### config.mk
export PLATFORM = sky130hd
export DESIGN_NAME = amp_tdm_dev_flat
export DESIGN_NICKNAME = d
export VERILOG_FILES = /design/src/amp_tdm_pkg.sv /design/src/tdm_link_if.sv /design/src/amp_tdm_dev.sv /design/src/pin_sync.sv /design/src/flat_wrapper.sv
export VERILOG_INCLUDE_DIRS = /design/src
export SDC_FILE = /design/constraint.sdc
export NUM_CORES = 1
export LEC_CHECK = 0
export BUFFER_PORTS_ARGS = -buffer_cell sky130_fd_sc_hd__buf_2
export CAP_MARGIN = 20
export CORE_MARGIN = 2
export CORE_UTILIZATION = 45
export CTS_BUF_LIST = sky130_fd_sc_hd__clkbuf_8
export DETAILED_ROUTE_END_ITERATION = 6
export HOLD_SLACK_MARGIN = 0.03
export PLACE_DENSITY = 0.72
export SYNTH_ARGS = -nofsm -noshare
export SYNTH_HDL_FRONTEND = slang
export SYNTH_SLANG_ARGS = --single-unit
### constraint.sdc
create_clock -name clk_sys -period 7.02 [get_ports clk_sys]
set_input_delay 1.755 -clock clk_sys [delete_from_list [all_inputs] [get_ports clk_sys]]
set_output_delay 1.755 -clock clk_sys [all_outputs]
set_load 0.02 [all_outputs]
### src/amp_tdm_consts.svh
// Purpose: shared offsets, field positions, reset values and timing counts
// Assumes: 50 MHz system clock
// Notes: definitions only
`ifndef AMP_TDM_CONSTS_SVH
`define AMP_TDM_CONSTS_SVH

// ********************
// register offsets
// ********************
`define REG_FIRST 8'h05
`define REG_DCBLK 8'h05
`define REG_PROT 8'h06
`define REG_SHDN 8'h07
`define REG_FRAME 8'h08
`define REG_RXFRM 8'h09
`define REG_RXFMT 8'h0a
`define REG_LIMIT 8'h0b
`define REG_SLOTS 8'h0c

// ********************
// reset values and write masks
// ********************
`define RST_DCBLK 8'h41
`define RST_PROT 8'h00
`define RST_SHDN 8'h20
`define RST_FRAME 8'h09
`define RST_RXFRM 8'h02
`define RST_RXFMT 8'h0a
`define RST_LIMIT 8'h80
`define RST_SLOTS 8'h10
`define WMASK_RXFRM 8'h7f
`define WMASK_LIMIT 8'hf0
`define WMASK_SHDN 8'hfe

// ********************
// field positions (lsb of each field) and the 96 kHz rate code
// ********************
`define F_HPF 0
`define F_TFB 3
`define F_OVERCURRENT_RETRY 5
`define F_OVERTEMP_RETRY 4
`define F_PFFB 3
`define F_SAFE 2
`define F_OCTH 0
`define F_SHUTDOWN_PIN_BEHAVIOUR 6
`define F_SDZ_TIME 4
`define F_RAMP 2
`define F_GBL 1
`define F_REDET 0
`define F_INV 7
`define F_SYNC 6
`define F_FAM 5
`define F_AUTO_OFF 4
`define F_RATE 1
`define F_FSTART 0
`define F_JUST 6
`define F_OFFSET 1
`define F_EDGE 0
`define F_SENSE 6
`define F_POLICY 4
`define F_WLEN 2
`define F_SLEN 0
`define F_LIM 4
`define F_SLOT_R 4
`define F_SLOT_L 0
`define RATE_96K 3'h5

// ********************
// timing
// ********************
`define CLK_HZ 50000000
`define CLK_PERIOD_NS 20
`define BCLK_PERIOD_NS 160
`define SHDN_T0_US 2000
`define SHDN_T1_US 4000
`define SHDN_T2_US 6000
`define SHDN_T3_US 23800
`define RETRY_MS 100
`define RATE_SPLIT_HZ 72000
`define HPF_SCALE_NUM 941
`define HPF_SCALE_SHIFT 10

`endif

### src/amp_tdm_pkg.sv
// Purpose: shared types and format decoders
// Assumes: nothing
// Notes: samples are 32 bits, left aligned
`default_nettype none
package amp_tdm_pkg;
  typedef logic [31:0] sample_t;
  typedef enum logic [1:0] {POL_ADDR, POL_LEFT, POL_RIGHT, POL_MIX} slot_policy_e;

  // slot length code to bits, reserved code treated as 32
  function automatic logic [5:0] slot_bits(input logic [1:0] c);
    case (c)
      2'h0: slot_bits = 6'h10;
      2'h1: slot_bits = 6'h18;
      default: slot_bits = 6'h20;
    endcase
  endfunction

  // word length code to bits
  function automatic logic [5:0] word_bits(input logic [1:0] c);
    case (c)
      2'h0: word_bits = 6'h10;
      2'h1: word_bits = 6'h14;
      2'h2: word_bits = 6'h18;
      default: word_bits = 6'h20;
    endcase
  endfunction
endpackage
`default_nettype wire

### src/tdm_link_if.sv
// Purpose: serial audio link between host and amplifier
// Assumes: host drives every wire
// Notes: no clocking block
`timescale 1ns/1ns
`default_nettype none
interface tdm_link_if;
  logic serial_bit_clock;
  logic frame_sync;
  logic serial_data;
  modport host (output serial_bit_clock, output frame_sync, output serial_data);
  modport dev (input serial_bit_clock, input frame_sync, input serial_data);
endinterface
`default_nettype wire
### src/amp_tdm_dev.sv
// Purpose: amplifier configuration bank and serial audio receiver
// Assumes: link pins asynchronous, sampled by clk_sys at 50 MHz
// Notes: register port is a plain write strobe plus registered read
// Overview of operation
// - record dc cutoff code maps to hertz
// - over-current retry after timer when enabled
// - over-temperature retry after timer when enabled
// - feedback source: outputs or sense pins
// - safe mode adds 18 dB attenuation
// - over-current threshold nominal or lowered 10-30%
// - shutdown pin: timed or immediate shutdown
// - volume ramps 0.5 dB per 1/4/8 samples
// - address re-detect bit pulses, then self-clears
// - output invert flips amplifier polarity
// - switching lock overrides spread spectrum
// - rate family bit picks 48 or 44.1
// - rate auto-detected unless detection disabled
// - programmed rate: 100b single, 101b double
// - frame starts on selected sync edge
// - sample left or right justified in slot
// - slot 0 begins offset cycles after sync
// - data captured on selected bit-clock edge
// - sense data truncated to 16/12/8 bits
// - slot policy: address, left, right, downmix
// - word and slot lengths from codes
// - right slot upper nibble, left lower
`timescale 1ns/1ns
`default_nettype none
`include "amp_tdm_consts.svh"
module amp_tdm_dev #(
  parameter int SHDN_CYC0 = `SHDN_T0_US * (`CLK_HZ / 1000000),
  parameter int SHDN_CYC1 = `SHDN_T1_US * (`CLK_HZ / 1000000),
  parameter int SHDN_CYC2 = `SHDN_T2_US * (`CLK_HZ / 1000000),
  parameter int SHDN_CYC3 = `SHDN_T3_US * (`CLK_HZ / 1000000),
  parameter int RETRY_CYC = `RETRY_MS * (`CLK_HZ / 1000)
) (
  input wire logic clk_sys, // system clock
  input wire logic rst_b, // async reset, active low
  tdm_link_if.dev link, // serial audio from host
  input wire logic cfg_wr, // register write strobe
  input wire logic [7:0] cfg_addr, // register offset
  input wire logic [7:0] cfg_wdata, // write data
  output logic [7:0] cfg_rdata, // read data, one cycle after address
  input wire logic shutdown_pin_b, // shutdown pin, low asserts
  input wire logic oc_event, // over-current pulse
  input wire logic ot_event, // over-temperature pulse
  input wire logic spread_req, // spread spectrum requested
  input wire logic [7:0] target_volume, // volume goal, 0.5 dB units
  input wire logic [15:0] sense_in, // raw sense sample
  input wire logic [3:0] addr_offset, // slot from bus address
  output amp_tdm_pkg::sample_t audio, // selected sample
  output logic audio_valid, // pulse per frame
  output logic rate_double, // 88.2/96 family in use
  output logic amp_shutdown, // amplifier shut down
  output logic oc_fault, // over-current hold-off
  output logic ot_fault, // over-temperature hold-off
  output logic [7:0] volume, // ramped volume
  output logic [15:0] sense_out, // formatted sense
  output logic [9:0] hpf_hz, // record cutoff, 0 bypass
  output logic thermal_foldback_on, // foldback enable
  output logic feedback_from_sense, // feedback from sense pins
  output logic extra_atten_18db, // safe attenuation on
  output logic [4:0] oc_threshold_pct, // percent below nominal
  output logic output_invert, // polarity flip
  output logic switching_lock, // lock to audio clocks
  output logic spread_active, // spread spectrum running
  output logic rate_base_44k, // locked base is 44.1 kHz
  output logic addr_redetect, // re-detect pulse
  output logic global_addr_on, // global address enable
  output logic [3:0] limiter_max_atten // limiter code
);
  localparam int NREG = 8;
  localparam int I_DCB = `REG_DCBLK - `REG_FIRST;
  localparam int I_PROT = `REG_PROT - `REG_FIRST;
  localparam int I_SHDN = `REG_SHDN - `REG_FIRST;
  localparam int I_FRM = `REG_FRAME - `REG_FIRST;
  localparam int I_RXF = `REG_RXFRM - `REG_FIRST;
  localparam int I_FMT = `REG_RXFMT - `REG_FIRST;
  localparam int I_LIM = `REG_LIMIT - `REG_FIRST;
  localparam int I_SLT = `REG_SLOTS - `REG_FIRST;
  localparam logic [15:0] RATE_SPLIT = 16'(`CLK_HZ / `RATE_SPLIT_HZ);

  typedef struct packed {
    logic [NREG-1:0][7:0] regs;
    logic [7:0] rdata;
    logic redetect;
    logic bclk_prev;
    logic fs_prev;
    logic in_frame;
    logic [4:0] pre;
    logic [4:0] slot;
    logic [5:0] bitc;
    logic [31:0] shreg;
    amp_tdm_pkg::sample_t left;
    amp_tdm_pkg::sample_t right;
    amp_tdm_pkg::sample_t mono;
    amp_tdm_pkg::sample_t audio;
    logic audio_valid;
    logic [15:0] period;
    logic double_det;
    logic rate_double;
    logic [20:0] shdn_cnt;
    logic shutdown;
    logic [1:0] fault;
    logic [1:0][22:0] retry_cnt;
    logic [2:0] ramp_cnt;
    logic [7:0] volume;
    logic [15:0] sense;
    logic [9:0] hpf;
    logic spread;
  } dev_s;
  dev_s s_q;
  dev_s s_d;
  logic [3:0] syn;

  initial
  begin
    if (SHDN_CYC3 >= (1 << 21) || SHDN_CYC0 < 1)
      $error("shutdown counts do not fit the timer");
    if (RETRY_CYC >= (1 << 23) || RETRY_CYC < 1)
      $error("retry count does not fit the timer");
  end

  // ********************
  // pin synchroniser
  // ********************
  // shutdown pin resets high so reset does not look like an assertion
  pin_sync #(.W(4), .INIT(4'h8)) u_sync (
    .clk_sys(clk_sys),
    .rst_b(rst_b),
    .din({shutdown_pin_b, link.serial_data, link.frame_sync, link.serial_bit_clock}),
    .dout(syn)
  );

  // write mask per register, read-only reserved bits stay zero
  function automatic logic [7:0] wmask(input int i);
    case (i)
      I_RXF: wmask = `WMASK_RXFRM;
      I_LIM: wmask = `WMASK_LIMIT;
      I_SHDN: wmask = `WMASK_SHDN;
      default: wmask = 8'hff;
    endcase
  endfunction

  // shutdown grace time by code
  function automatic logic [20:0] shdn_limit(input logic [1:0] c);
    case (c)
      2'h0: shdn_limit = 21'(SHDN_CYC0 - 1);
      2'h1: shdn_limit = 21'(SHDN_CYC1 - 1);
      2'h2: shdn_limit = 21'(SHDN_CYC2 - 1);
      default: shdn_limit = 21'(SHDN_CYC3 - 1);
    endcase
  endfunction

  // ********************
  // next state
  // ********************
  logic [NREG-1:0][7:0] r;
  logic [7:0] idx;
  logic cap;
  logic start;
  logic [5:0] sl;
  logic [5:0] wl;
  logic [5:0] st;
  logic [4:0] pre_v;
  logic [4:0] slot_v;
  logic [5:0] bit_v;
  logic [31:0] sh_v;
  logic [31:0] word;
  logic [32:0] mix;
  logic [1:0] tick;
  logic [2:0] ramp_top;
  logic [9:0] hz;
  logic [19:0] hz_scaled;
  logic [1:0] retry_on;

  always_comb
  begin
    s_d = s_q;
    r = s_q.regs;
    idx = cfg_addr - `REG_FIRST;
    s_d.redetect = 1'b0;
    s_d.audio_valid = 1'b0;
    // register port: masked write, read of the addressed register
    if (cfg_wr && cfg_addr >= `REG_FIRST && idx < 8'(NREG))
      s_d.regs[idx[2:0]] = cfg_wdata & wmask(int'(idx));
    if (cfg_wr && cfg_addr == `REG_SHDN && cfg_wdata[`F_REDET])
      s_d.redetect = 1'b1;
    s_d.rdata = (cfg_addr >= `REG_FIRST && idx < 8'(NREG)) ? r[idx[2:0]] : 8'h00;

    // receiver framing
    cap = r[I_RXF][`F_EDGE] ? (~syn[0] & s_q.bclk_prev) : (syn[0] & ~s_q.bclk_prev);
    s_d.bclk_prev = syn[0];
    start = cap & (syn[1] ^ r[I_FRM][`F_FSTART]) & ~(s_q.fs_prev ^ r[I_FRM][`F_FSTART]);
    sl = amp_tdm_pkg::slot_bits(r[I_FMT][`F_SLEN +: 2]);
    wl = amp_tdm_pkg::word_bits(r[I_FMT][`F_WLEN +: 2]);
    if (wl > sl)
      wl = sl;
    st = r[I_RXF][`F_JUST] ? 6'(sl - wl) : 6'h00;
    pre_v = start ? r[I_RXF][`F_OFFSET +: 5] : s_q.pre;
    slot_v = start ? 5'h00 : s_q.slot;
    bit_v = start ? 6'h00 : s_q.bitc;
    sh_v = s_q.shreg;
    word = 32'h0;
    if (cap)
      s_d.fs_prev = syn[1];
    if (start)
    begin
      s_d.in_frame = 1'b1;
      s_d.audio_valid = 1'b1;
      mix = {s_q.left[31], s_q.left} + {s_q.right[31], s_q.right};
      unique case (amp_tdm_pkg::slot_policy_e'(r[I_FMT][`F_POLICY +: 2]))
        amp_tdm_pkg::POL_ADDR: s_d.audio = s_q.mono;
        amp_tdm_pkg::POL_LEFT: s_d.audio = s_q.left;
        amp_tdm_pkg::POL_RIGHT: s_d.audio = s_q.right;
        amp_tdm_pkg::POL_MIX: s_d.audio = mix[32:1];
      endcase
      s_d.double_det = s_q.period < RATE_SPLIT;
      s_d.period = 16'h0000;
    end
    else
    begin
      mix = 33'h0;
      s_d.period = (s_q.period == 16'hffff) ? s_q.period : s_q.period + 16'h0001;
    end
    if (cap && (start || s_q.in_frame))
    begin
      if (pre_v != 5'h00)
        pre_v = pre_v - 5'h01;
      else
      begin
        if (bit_v >= st && bit_v < st + wl)
        begin
          sh_v = {sh_v[30:0], syn[2]};
          word = sh_v << 6'(6'h20 - wl);
          if (bit_v == 6'(st + wl - 6'h01))
          begin
            if (slot_v == {1'b0, r[I_SLT][`F_SLOT_L +: 4]})
              s_d.left = word;
            if (slot_v == {1'b0, r[I_SLT][`F_SLOT_R +: 4]})
              s_d.right = word;
            if (slot_v == {1'b0, addr_offset})
              s_d.mono = word;
          end
        end
        if (bit_v == 6'(sl - 6'h01))
        begin
          bit_v = 6'h00;
          slot_v = slot_v + 5'h01;
        end
        else
          bit_v = bit_v + 6'h01;
      end
      s_d.pre = pre_v;
      s_d.slot = slot_v;
      s_d.bitc = bit_v;
      s_d.shreg = start ? {31'h0, sh_v[0] & (st == 6'h00 && pre_v == 5'h00 && s_q.pre == 5'h00 && r[I_RXF][`F_OFFSET +: 5] == 5'h00)} : sh_v;
    end
    // rate in use: programmed or detected
    s_d.rate_double = r[I_FRM][`F_AUTO_OFF] ? (r[I_FRM][`F_RATE +: 3] == `RATE_96K) : s_q.double_det;

    // shutdown pin handling
    if (syn[3])
    begin
      s_d.shdn_cnt = 21'h0;
      s_d.shutdown = 1'b0;
    end
    else if (r[I_SHDN][`F_SHUTDOWN_PIN_BEHAVIOUR +: 2] == 2'h1)
      s_d.shutdown = 1'b1;
    else if (s_q.shdn_cnt == shdn_limit(r[I_SHDN][`F_SDZ_TIME +: 2]))
      s_d.shutdown = 1'b1;
    else
      s_d.shdn_cnt = s_q.shdn_cnt + 21'h1;

    // fault hold-off with optional timed retry, a new event restarts it
    retry_on = {r[I_PROT][`F_OVERTEMP_RETRY], r[I_PROT][`F_OVERCURRENT_RETRY]};
    for (int f = 0; f < 2; f++)
    begin
      if ((f == 0) ? oc_event : ot_event)
      begin
        s_d.fault[f] = 1'b1;
        s_d.retry_cnt[f] = 23'h0;
      end
      else if (s_q.fault[f] && retry_on[f])
      begin
        if (s_q.retry_cnt[f] == 23'(RETRY_CYC - 1))
          s_d.fault[f] = 1'b0;
        s_d.retry_cnt[f] = s_q.retry_cnt[f] + 23'h1;
      end
      else
        s_d.retry_cnt[f] = 23'h0;
    end

    // volume ramp, one step per 1, 4 or 8 frames
    tick = r[I_SHDN][`F_RAMP +: 2];
    ramp_top = (tick == 2'h0) ? 3'h0 : (tick == 2'h1) ? 3'h3 : 3'h7;
    if (tick == 2'h3)
      s_d.volume = target_volume;
    else if (start)
    begin
      s_d.ramp_cnt = (s_q.ramp_cnt >= ramp_top) ? 3'h0 : s_q.ramp_cnt + 3'h1;
      if (s_q.ramp_cnt >= ramp_top && s_q.volume != target_volume)
        s_d.volume = (s_q.volume < target_volume) ? s_q.volume + 8'h01 : s_q.volume - 8'h01;
    end

    // sense width, reserved code passes full width
    unique case (r[I_FMT][`F_SENSE +: 2])
      2'h1: s_d.sense = {sense_in[15:4], 4'h0};
      2'h2: s_d.sense = {sense_in[15:8], 8'h00};
      default: s_d.sense = sense_in;
    endcase

    // record dc blocker cutoff, scaled for the 44.1 kHz family
    case (r[I_DCB][`F_HPF +: 3])
      3'h1: hz = 10'h002;
      3'h2: hz = 10'h032;
      3'h3: hz = 10'h064;
      3'h4: hz = 10'h0c8;
      3'h5: hz = 10'h190;
      3'h6: hz = 10'h320;
      default: hz = 10'h000;
    endcase
    hz_scaled = (20'(hz) * 20'(`HPF_SCALE_NUM)) >> `HPF_SCALE_SHIFT;
    s_d.hpf = r[I_FRM][`F_FAM] ? hz_scaled[9:0] : hz;
    s_d.spread = spread_req & ~r[I_FRM][`F_SYNC];
  end

  always_ff @(posedge clk_sys or negedge rst_b)
  begin
    if (!rst_b)
    begin
      s_q <= '0;
      s_q.regs <= {`RST_SLOTS, `RST_LIMIT, `RST_RXFMT, `RST_RXFRM,
                   `RST_FRAME, `RST_SHDN, `RST_PROT, `RST_DCBLK};
    end
    else
      s_q <= s_d;
  end

  // ********************
  // outputs from flip-flops, oc_threshold_pct through an adder
  // ********************
  assign cfg_rdata = s_q.rdata;
  assign audio = s_q.audio;
  assign audio_valid = s_q.audio_valid;
  assign rate_double = s_q.rate_double;
  assign amp_shutdown = s_q.shutdown;
  assign oc_fault = s_q.fault[0];
  assign ot_fault = s_q.fault[1];
  assign volume = s_q.volume;
  assign sense_out = s_q.sense;
  assign hpf_hz = s_q.hpf;
  assign thermal_foldback_on = s_q.regs[I_DCB][`F_TFB];
  assign feedback_from_sense = s_q.regs[I_PROT][`F_PFFB];
  assign extra_atten_18db = s_q.regs[I_PROT][`F_SAFE];
  // code times ten percent below nominal
  assign oc_threshold_pct = {s_q.regs[I_PROT][`F_OCTH +: 2], 3'h0} + {2'h0, s_q.regs[I_PROT][`F_OCTH +: 2], 1'b0};
  assign output_invert = s_q.regs[I_FRM][`F_INV];
  assign switching_lock = s_q.regs[I_FRM][`F_SYNC];
  assign spread_active = s_q.spread;
  assign rate_base_44k = s_q.regs[I_FRM][`F_FAM];
  assign addr_redetect = s_q.redetect;
  assign global_addr_on = s_q.regs[I_SHDN][`F_GBL];
  assign limiter_max_atten = s_q.regs[I_LIM][`F_LIM +: 4];
endmodule // amp_tdm_dev
`default_nettype wire

### src/pin_sync.sv
// Purpose: two flip-flop synchroniser for pins
// Assumes: inputs asynchronous to clk_sys
// Notes: only the second stage leaves this module
`timescale 1ns/1ns
`default_nettype none
module pin_sync #(
  parameter int W = 4,
  parameter logic [W-1:0] INIT = '0
) (
  input wire logic clk_sys, // system clock
  input wire logic rst_b, // async reset, active low
  input wire logic [W-1:0] din, // raw pins
  output logic [W-1:0] dout // synchronised pins
);
  typedef struct packed {
    logic [W-1:0] meta;
    logic [W-1:0] stable;
  } sync_s;
  sync_s s_q;
  sync_s s_d;

  initial
  begin
    if (W < 1)
      $error("pin_sync width must be positive");
  end

  // first stage feeds only the second
  always_comb
  begin
    s_d.meta = din;
    s_d.stable = s_q.meta;
  end

  always_ff @(posedge clk_sys or negedge rst_b)
  begin
    if (!rst_b)
      s_q <= {INIT, INIT};
    else
      s_q <= s_d;
  end

  assign dout = s_q.stable;
endmodule // pin_sync
`default_nettype wire

### src/flat_wrapper.sv
// flat-port wrapper written by rule: the top's interface ports become plain ports
module amp_tdm_dev_flat 
#(
  parameter int SHDN_CYC0 = `SHDN_T0_US * (`CLK_HZ / 1000000),
  parameter int SHDN_CYC1 = `SHDN_T1_US * (`CLK_HZ / 1000000),
  parameter int SHDN_CYC2 = `SHDN_T2_US * (`CLK_HZ / 1000000),
  parameter int SHDN_CYC3 = `SHDN_T3_US * (`CLK_HZ / 1000000),
  parameter int RETRY_CYC = `RETRY_MS * (`CLK_HZ / 1000)
)
  (clk_sys, rst_b, cfg_wr, cfg_addr, cfg_wdata, cfg_rdata, shutdown_pin_b, oc_event, ot_event, spread_req, target_volume, sense_in, addr_offset, audio, audio_valid, rate_double, amp_shutdown, oc_fault, ot_fault, volume, sense_out, hpf_hz, thermal_foldback_on, feedback_from_sense, extra_atten_18db, oc_threshold_pct, output_invert, switching_lock, spread_active, rate_base_44k, addr_redetect, global_addr_on, limiter_max_atten, link_serial_bit_clock, link_frame_sync, link_serial_data);
  tdm_link_if link_i ();
  input wire logic clk_sys;
  input wire logic rst_b;
  input wire logic cfg_wr;
  input wire logic [7:0] cfg_addr;
  input wire logic [7:0] cfg_wdata;
  output logic [7:0] cfg_rdata;
  input wire logic shutdown_pin_b;
  input wire logic oc_event;
  input wire logic ot_event;
  input wire logic spread_req;
  input wire logic [7:0] target_volume;
  input wire logic [15:0] sense_in;
  input wire logic [3:0] addr_offset;
  output amp_tdm_pkg::sample_t audio;
  output logic audio_valid;
  output logic rate_double;
  output logic amp_shutdown;
  output logic oc_fault;
  output logic ot_fault;
  output logic [7:0] volume;
  output logic [15:0] sense_out;
  output logic [9:0] hpf_hz;
  output logic thermal_foldback_on;
  output logic feedback_from_sense;
  output logic extra_atten_18db;
  output logic [4:0] oc_threshold_pct;
  output logic output_invert;
  output logic switching_lock;
  output logic spread_active;
  output logic rate_base_44k;
  output logic addr_redetect;
  output logic global_addr_on;
  output logic [3:0] limiter_max_atten;
  input wire logic [$bits(link_i.serial_bit_clock)-1:0] link_serial_bit_clock;
  input wire logic [$bits(link_i.frame_sync)-1:0] link_frame_sync;
  input wire logic [$bits(link_i.serial_data)-1:0] link_serial_data;
  assign link_i.serial_bit_clock = link_serial_bit_clock;
  assign link_i.frame_sync = link_frame_sync;
  assign link_i.serial_data = link_serial_data;
  amp_tdm_dev #(.SHDN_CYC0(SHDN_CYC0), .SHDN_CYC1(SHDN_CYC1), .SHDN_CYC2(SHDN_CYC2), .SHDN_CYC3(SHDN_CYC3), .RETRY_CYC(RETRY_CYC)) u_core (.clk_sys(clk_sys), .rst_b(rst_b), .link(link_i), .cfg_wr(cfg_wr), .cfg_addr(cfg_addr), .cfg_wdata(cfg_wdata), .cfg_rdata(cfg_rdata), .shutdown_pin_b(shutdown_pin_b), .oc_event(oc_event), .ot_event(ot_event), .spread_req(spread_req), .target_volume(target_volume), .sense_in(sense_in), .addr_offset(addr_offset), .audio(audio), .audio_valid(audio_valid), .rate_double(rate_double), .amp_shutdown(amp_shutdown), .oc_fault(oc_fault), .ot_fault(ot_fault), .volume(volume), .sense_out(sense_out), .hpf_hz(hpf_hz), .thermal_foldback_on(thermal_foldback_on), .feedback_from_sense(feedback_from_sense), .extra_atten_18db(extra_atten_18db), .oc_threshold_pct(oc_threshold_pct), .output_invert(output_invert), .switching_lock(switching_lock), .spread_active(spread_active), .rate_base_44k(rate_base_44k), .addr_redetect(addr_redetect), .global_addr_on(global_addr_on), .limiter_max_atten(limiter_max_atten));
endmodule
==> metrics, run 1 <==
EDFF count, synth 0; CTS tree done; adder-cell share of the synthesized area 0.08772; main combinational cell family by area after synthesis simple AND/OR/NAND/NOR gates; die area 54,410 um2; Antenna Nets Post-Route 0; CP Class flop to flop; die height 233.3 um; Sink Count 386; Place WS 0.8699 ns; static leakage roughly 0.013 uW; VDD IR max about 0.00024 V; slew margin rel. 0.2824; Post-Synth XOR/XNOR Area 0.05275; CP max-delay cell dfstp_2; post-synthesis mux area share 0.1139; number of global-route vias before repair 18,150; GP Congestion ~0.9; Tcrit/Tclk final 0.8863; Post-synth ARST share 1.000; R2R depth 24; GR Util All Layers 0.2144; post-route cell area between 20,000 and 30,000 um2; worst clock skew 0.04146 ns; Internal 4138 uW; critical-path cell list inv_1 > nand2_1 > inv_1 > ha_1 > and2b_4 > nor2_1 > a311o_1 > o21ai_0 > fa_1 > nand2b_1 > inv_1 > ha_1 > nand2_1 > o41ai_2 > a21oi_1 > xnor2_2 > xor2_1 > ha_1 > a21oi_1 > nand4_1 > buf_4 > nor3_4 > nand3_4 > mux2_2; min cycle time layout just over 6 ns; fmax around 160 MHz; Pre-antenna DRT Iters 5; critical path's top delay family simple AND/OR/NAND/NOR gates; Primary FF master, synth dfrtp_1; drt first-iter violations 1,279; post-CTS setup buffers 0; combinational share of power 0.201; GRT overflow 0; pwr/cell area roughly 230 nW/um2; fin. max-slew vios 0; DRC 0; total CTS buffers 70; hold depth 0; yosys warns 0; vias per inst 5.643; Fin Setup TNS 0 ns; Die X-Extent approximately 230 um; pin count of the biggest net entering global routing between 150 and 200; switching share of power 0.3126; Bufs and invs on worst path 4; post-CTS sizing 0; synth-to-layout area growth 9.391%; Syn Area/Cell between 9 and 10 um2; Seq/Total Area, Yosys 0.4091; Slew @ Worst Pin around 1.1 ns; fraction of layout cells with a size suffix above 1 0.1859; Root Buffer clkbuf_8; Vias about 18,000; H-tree lvl count 3; status finished, final reports clean; RSZ-0062 raised after global routing false; worst skew pair latency 0.65 ns; Initial Util 0.4528; sequential fraction of design power 0.420; Switch Pwr approximately 1900 uW; Hold Path Class flop to flop; HPWL after DPL 40,480 um; number of cells on the critical path 24; crit path DAT approximately 6.7 ns; Seq cells post-synth 386; synthesized cell area 23,650 um2; simple-gate portion of the synthesized area 0.1638; first-pass GRT wire length 94,540 um; endpoint class of the critical path flop; CTS Hold Buffers Added 0; Synth cell types 90; Max Cap Viol 0; initial antenna violation count 2; Final Hold Viols 0; Top Ports 151; wirelength, routed 57,330 um; CP max FO 32; power share of the clock group 0.379; # nets final approximately 2,700; crit path launch type flop; Row Count 84; Synth Area in Compound Gates 0.1125; Power Total approximately 6000 uW; Final WS setup 0.7979 ns; dpl cell area 24,350 um2; I/O Buffers approximately 150; Post-Synthesis Cells between 2,000 and 2,500; critical path's largest stage delay between 0.5 and 0.6 ns; final setup fails 0; wire per inst 17.94 um; CTS clk-pin slew, worst paths approximately 0.06 ns; Required @ worst endpoint 7.52 ns; CTS Buffer Depth 3; core outline area around 52,000 um2
-- stage by stage --
| stage | hold slack [ns] | cells | util |
|---|---|---|---|
| floorplan | 0.3312 | 2404 | - |
| finish | 0.3540 | 3196 | 0.4953 |
| detailed placement | 0.3495 | 3067 | 0.4662 |
| global placement | 0.3435 | 3067 | 0.4662 |
| CTS | 0.3559 | 3195 | 0.4952 |
| global route | 0.3596 | 3195 | 0.4952 |
-- flip-flops by register name, indices dropped and copies added (netlist names) --
register,count
u_core.volume,8
u_core.oc_fault,1
u_core.hpf_hz,10
u_core.feedback_from_sense,1
u_core.audio,32
u_core.thermal_foldback_on,1
u_core.cfg_rdata,8
u_core.extra_atten_18db,1
u_core.addr_redetect,1
u_core.spread_active,1
u_core.rate_double,1
u_core.audio_valid,1
u_core.rate_base_44k,1
u_core.switching_lock,1
u_core.sense_out,16
u_core.limiter_max_atten,4
u_core.r,53
u_core.output_invert,1
u_core.amp_shutdown,1
u_core.ot_fault,1
u_core.global_addr_on,1
u_core.s_q,233
u_core.u_sync.s_d,4
u_core.u_sync.dout,4
-- Yosys cell counts (all sizes together) (20+ instances only) --
library cell	count	area, um2
and3	22	137.6
xor2	74	648.1
a211oi	24	180.2
o21ai	123	626.9
nor3	47	251.5
xnor2	65	576.8
inv	79	304.0
clkbuf	78	294.0
nand4	34	212.7
and2	30	187.7
mux2	135	1693
mux2i	46	460.4
a21oi	126	630.6
mux4	24	540.5
ha	137	1714
nor2	194	728.2
dfrtp	374	9359
nand3	70	387.9
a21o	20	150.1
buf	114	820.8
nor2b	23	143.9
nand2	300	1126
a31oi	28	175.2
-- metal layers --
metal	up-vias	wire length, um	share of wire	GRT usage
li1	8512	-	-	-
met1	8911	25530	0.45	0.2873
met2	497	26940	0.47	0.3478
met3	111	3313	0.058	0.03821
met4	4	1524	0.027	0.07763
met5	-	24	0.00042	0
-- cells by family after synthesis --
logic type / Yosys count
buf+inv: 272
compound gates: 425
other cells: 1
mux: 205
flops: 386
fa+ha+maj: 155
xor+xnor: 140
simple gates: 815
-- power by group through the flow --
stage	registers (uW)	logic, uW	clock network, uW
3_5_place_dp	2570	1200	0
5_1_grt	2550	1360	2440
6_report	2530	1210	2280
3_3_place_gp	2560	1160	0
4_1_cts	2530	1210	2360
2_1_floorplan	2510	935	0
-- cell type report --
cell class	count	area, um2
Fill cell	4670	26360
Tap cell	688	860.8
Clock inverter	40	304.0
Timing Repair Buffer	167	915.9
Antenna cell	1	2.502
Clock buffer	88	1211
Multi-Input combinational cell	1746	12590
Inverter	80	309.0
Sequential cell	386	9674
-- worst paths after layout --
kind	from	end	slack, ns
worst max register to register	u_core.r[41]	u_core.s_q[195]	0.80
max in group asynchronous	rst_b	u_core.s_q[45]	4.48
worst min-delay path	u_core.u_sync.s_d[3]	u_core.u_sync.dout[3]	0.35
worst min register to register	u_core.u_sync.s_d[3]	u_core.u_sync.dout[3]	0.35
worst max-delay path	u_core.r[41]	u_core.s_q[195]	0.80
min in group asynchronous	rst_b	u_core.audio[9]	1.13
-- cells in the final DEF (no fill, tap or decap), types with 30 or more instances in the layout --
cell / netlist / routed
mux2_2: 89 / 89
ha_1: 137 / 137
nor3_1: 45 / 45
and2_1: 30 / 30
nand2_1: 300 / 300
dfrtp_1: 374 / 374
inv_1: 78 / 100
mux2i_1: 46 / 46
xnor2_1: 64 / 63
nand3_1: 67 / 67
nand4_1: 34 / 34
xor2_1: 74 / 74
clkbuf_8: 0 / 88
mux2_4: 46 / 46
nor2_1: 194 / 194
buf_2: 2 / 148
o21ai_0: 121 / 120
a21oi_1: 126 / 126
Power figures use the tool's default switching activity.
==> inputs of run 2 (changes only) <==
Settings changed: RECOVER_POWER set to 50.
==> run 2 against run 1 <==
Against the previous run:
- the flow now finishes with violations (max-capacitance violations, max-slew violations)
- clock-buffer cell count is the same
- core utilization down 0.060 points
- via count hardly changed
- cell count about the same
- largest cell class unchanged
- global-route usage stayed put
- clock power about the same
- highest routed layer unchanged
- worst hold slack is essentially flat
- worst setup slack improved by 0.0016 ns
- sequential cell count did not move
- clock skew is 0.0015 ns higher
==> metrics, run 2 (synthesis results as in run 1) <==
status finished with violations; failing checks max-capacitance violations, max-slew violations; critical path's largest stage delay 0.59 ns (about the same); Root Buffer clkbuf_8; fin. max-slew vios 89 (+89); Inserted Diodes 0 (-1); wire per inst 17.94 um (about the same); GRT overflow 0 (unchanged); Fin Setup TNS 0 ns (unchanged); DRC 0 (unchanged); Reg with most FFs u_core.s_q; pwr/cell area 232.8 nW/um2 (about the same); Final Hold Viols 0 (unchanged); Tcrit/Tclk final 0.8861 (about the same); CTS tree done; first-pass GRT wire length 94,540 um (unchanged); Pre-antenna DRT Iters 7 (+2); endpoint class of the critical path flop; fmax 160.8 MHz (about the same); critical path's top delay family simple AND/OR/NAND/NOR gates; GP Congestion 0.9193 (unchanged); crit path launch type flop; die height 233.3 um (unchanged); Post-Place Cells 3,067 (unchanged); worst clock skew 0.04295 ns (+0.001483 ns); number of global-route vias before repair 18,150 (unchanged); Bufs and invs on worst path 4 (unchanged); Row Count 84 (unchanged); number of cells on the critical path 24 (unchanged); Final WS setup 0.7995 ns (+0.001620 ns); most common cell after layout, fill and taps aside dfrtp_1; Seq. cell area 9674 um2 (unchanged); HPWL after DPL 40,480 um (unchanged); CTS Hold Buffers Added 0 (unchanged); Max Cap Viol 1 (+1); Slew @ Worst Pin 5.058 ns (+3.992 ns); I/O Buffers 149 (unchanged); post-CTS setup buffers 0 (unchanged); Die X-Extent 233.3 um (unchanged); # nets final 2,660 (unchanged); synth-to-layout area growth 9.258%; GR Util All Layers 0.2144 (unchanged); crit path DAT 6.72 ns (about the same); Hold Path Class flop to flop; Initial Util 0.4528 (unchanged); slew margin rel. -2.372 (-2.654); Sink Count 386 (unchanged); Antenna Nets Post-Route 0 (unchanged); CP max FO 32 (unchanged); Top Ports 151 (unchanged); Required @ worst endpoint 7.52 ns (about the same); CTS clk-pin slew, worst paths 0.06 ns (about the same); die area 54,410 um2 (unchanged); min cycle time layout 6.220 ns (-0.001620 ns); drt first-iter violations 1,223 (-4.4%); Vias 18,050 (+0.089%); most frequent cells in the layout 374 x dfrtp_1, 300 x nand2_1, 194 x nor2_1, 145 x buf_2, 137 x ha_1; total CTS buffers 70 (unchanged); worst skew pair latency 0.65 ns (about the same); flop-to-flop setup slack 0.80 ns (about the same); R2R depth 24 (unchanged); VDD IR max 0.0002403 V (+0.12%); initial antenna violation count 2 (unchanged); Place WS 0.8699 ns (unchanged); Final Non-Filler Cells 3,195 (-0.031%); pin count of the biggest net entering global routing 167 (unchanged); critical-path cell list inv_1 > nand2_1 > inv_1 > ha_1 > and2b_4 > nor2_1 > a311o_1 > o21ai_0 > fa_1 > nand2b_1 > inv_1 > ha_1 > nand2_1 > o41ai_2 > a21oi_1 > xnor2_2 > xor2_1 > ha_1 > a21oi_1 > nand4_1 > buf_4 > nor3_4 > nand3_4 > mux2_2; final setup fails 0 (unchanged); post-CTS sizing 0 (unchanged); Power Total 6017 uW (about the same); H-tree lvl count 3 (unchanged); RSZ-0062 raised after global routing false; static leakage 0.01249 uW (-0.14%); max reg flops 233 (unchanged); CP max-delay cell dfstp_2; hold depth 0 (unchanged); fill count 4,678 (+0.17%); CTS Buffer Depth 3 (unchanged); wirelength, routed 57,300 um (about the same); CP Class flop to flop; core outline area 52,240 um2 (unchanged); fraction of layout cells with a size suffix above 1 0.1831 (-0.002792); Multi-input gate area 12,580 um2 (-0.11%); vias per inst 5.650 (+0.12%)
-- run 2: routing by layer --
| layer | track usage | part of all wire | up-vias |
|---|---|---|---|
| met5 | 0 | 0.00042 | - |
| met4 | 0.07763 | 0.026 | 4 |
| met2 | 0.3478 | 0.47 | 528 |
| met1 | 0.2873 | 0.44 | 8903 |
| met3 | 0.03821 | 0.059 | 107 |
| li1 | - | - | 8509 |
-- run 2: worst reg2reg max path: cells and delay by family, from the launching register on --
kind | cells | cell delay, ns
AO/OA/AOI/OAI | 5 | 1.06
XOR/XNOR | 2 | 0.35
adder cells (fa/ha/maj) | 4 | 1.23
buffers and inverters | 4 | 0.59
flip-flops | 1 | 0.59
multiplexers | 1 | 0.54
AND/OR/NAND/NOR | 8 | 1.72
-- run 2: path summary, 6_finish.rpt --
check                                        endpoint                 start
worst max-delay path                  u_core.s_q[195]          u_core.r[41]
worst min-delay path            u_core.u_sync.dout[3]  u_core.u_sync.s_d[3]
worst max register to register        u_core.s_q[195]          u_core.r[41]
worst min register to register  u_core.u_sync.dout[3]  u_core.u_sync.s_d[3]
max in group asynchronous             u_core.s_q[296]                 rst_b
min in group asynchronous             u_core.audio[9]                 rst_b
-- run 2: cell type report --
cell class | count | area share
multi-input cells | 1746 | 0.4868
clock buffers | 88 | 0.04687
flip-flops and latches | 386 | 0.3744
repair buffers | 167 | 0.03486
inverters | 80 | 0.01196
clock inverters | 40 | 0.01177
well taps | 688 | 0.03331
-- run 2: stage by stage --
| stage | hold WS (ns) | instance area (um2) | utilization |
|---|---|---|---|
| floorplan | 0.3312 | 23670 | - |
| global placement | 0.3435 | 24350 | 0.4662 |
| detailed placement | 0.3495 | 24350 | 0.4662 |
| CTS | 0.3559 | 25870 | 0.4952 |
| global route | 0.3596 | 25840 | 0.4947 |
| finish | 0.3535 | 25840 | 0.4947 |
-- run 2: where the power goes --
group          switching, uW  internal [uW]
Clock                    993           1290
Combinational            728            478
Sequential               159           2370
Total                   1880           4140
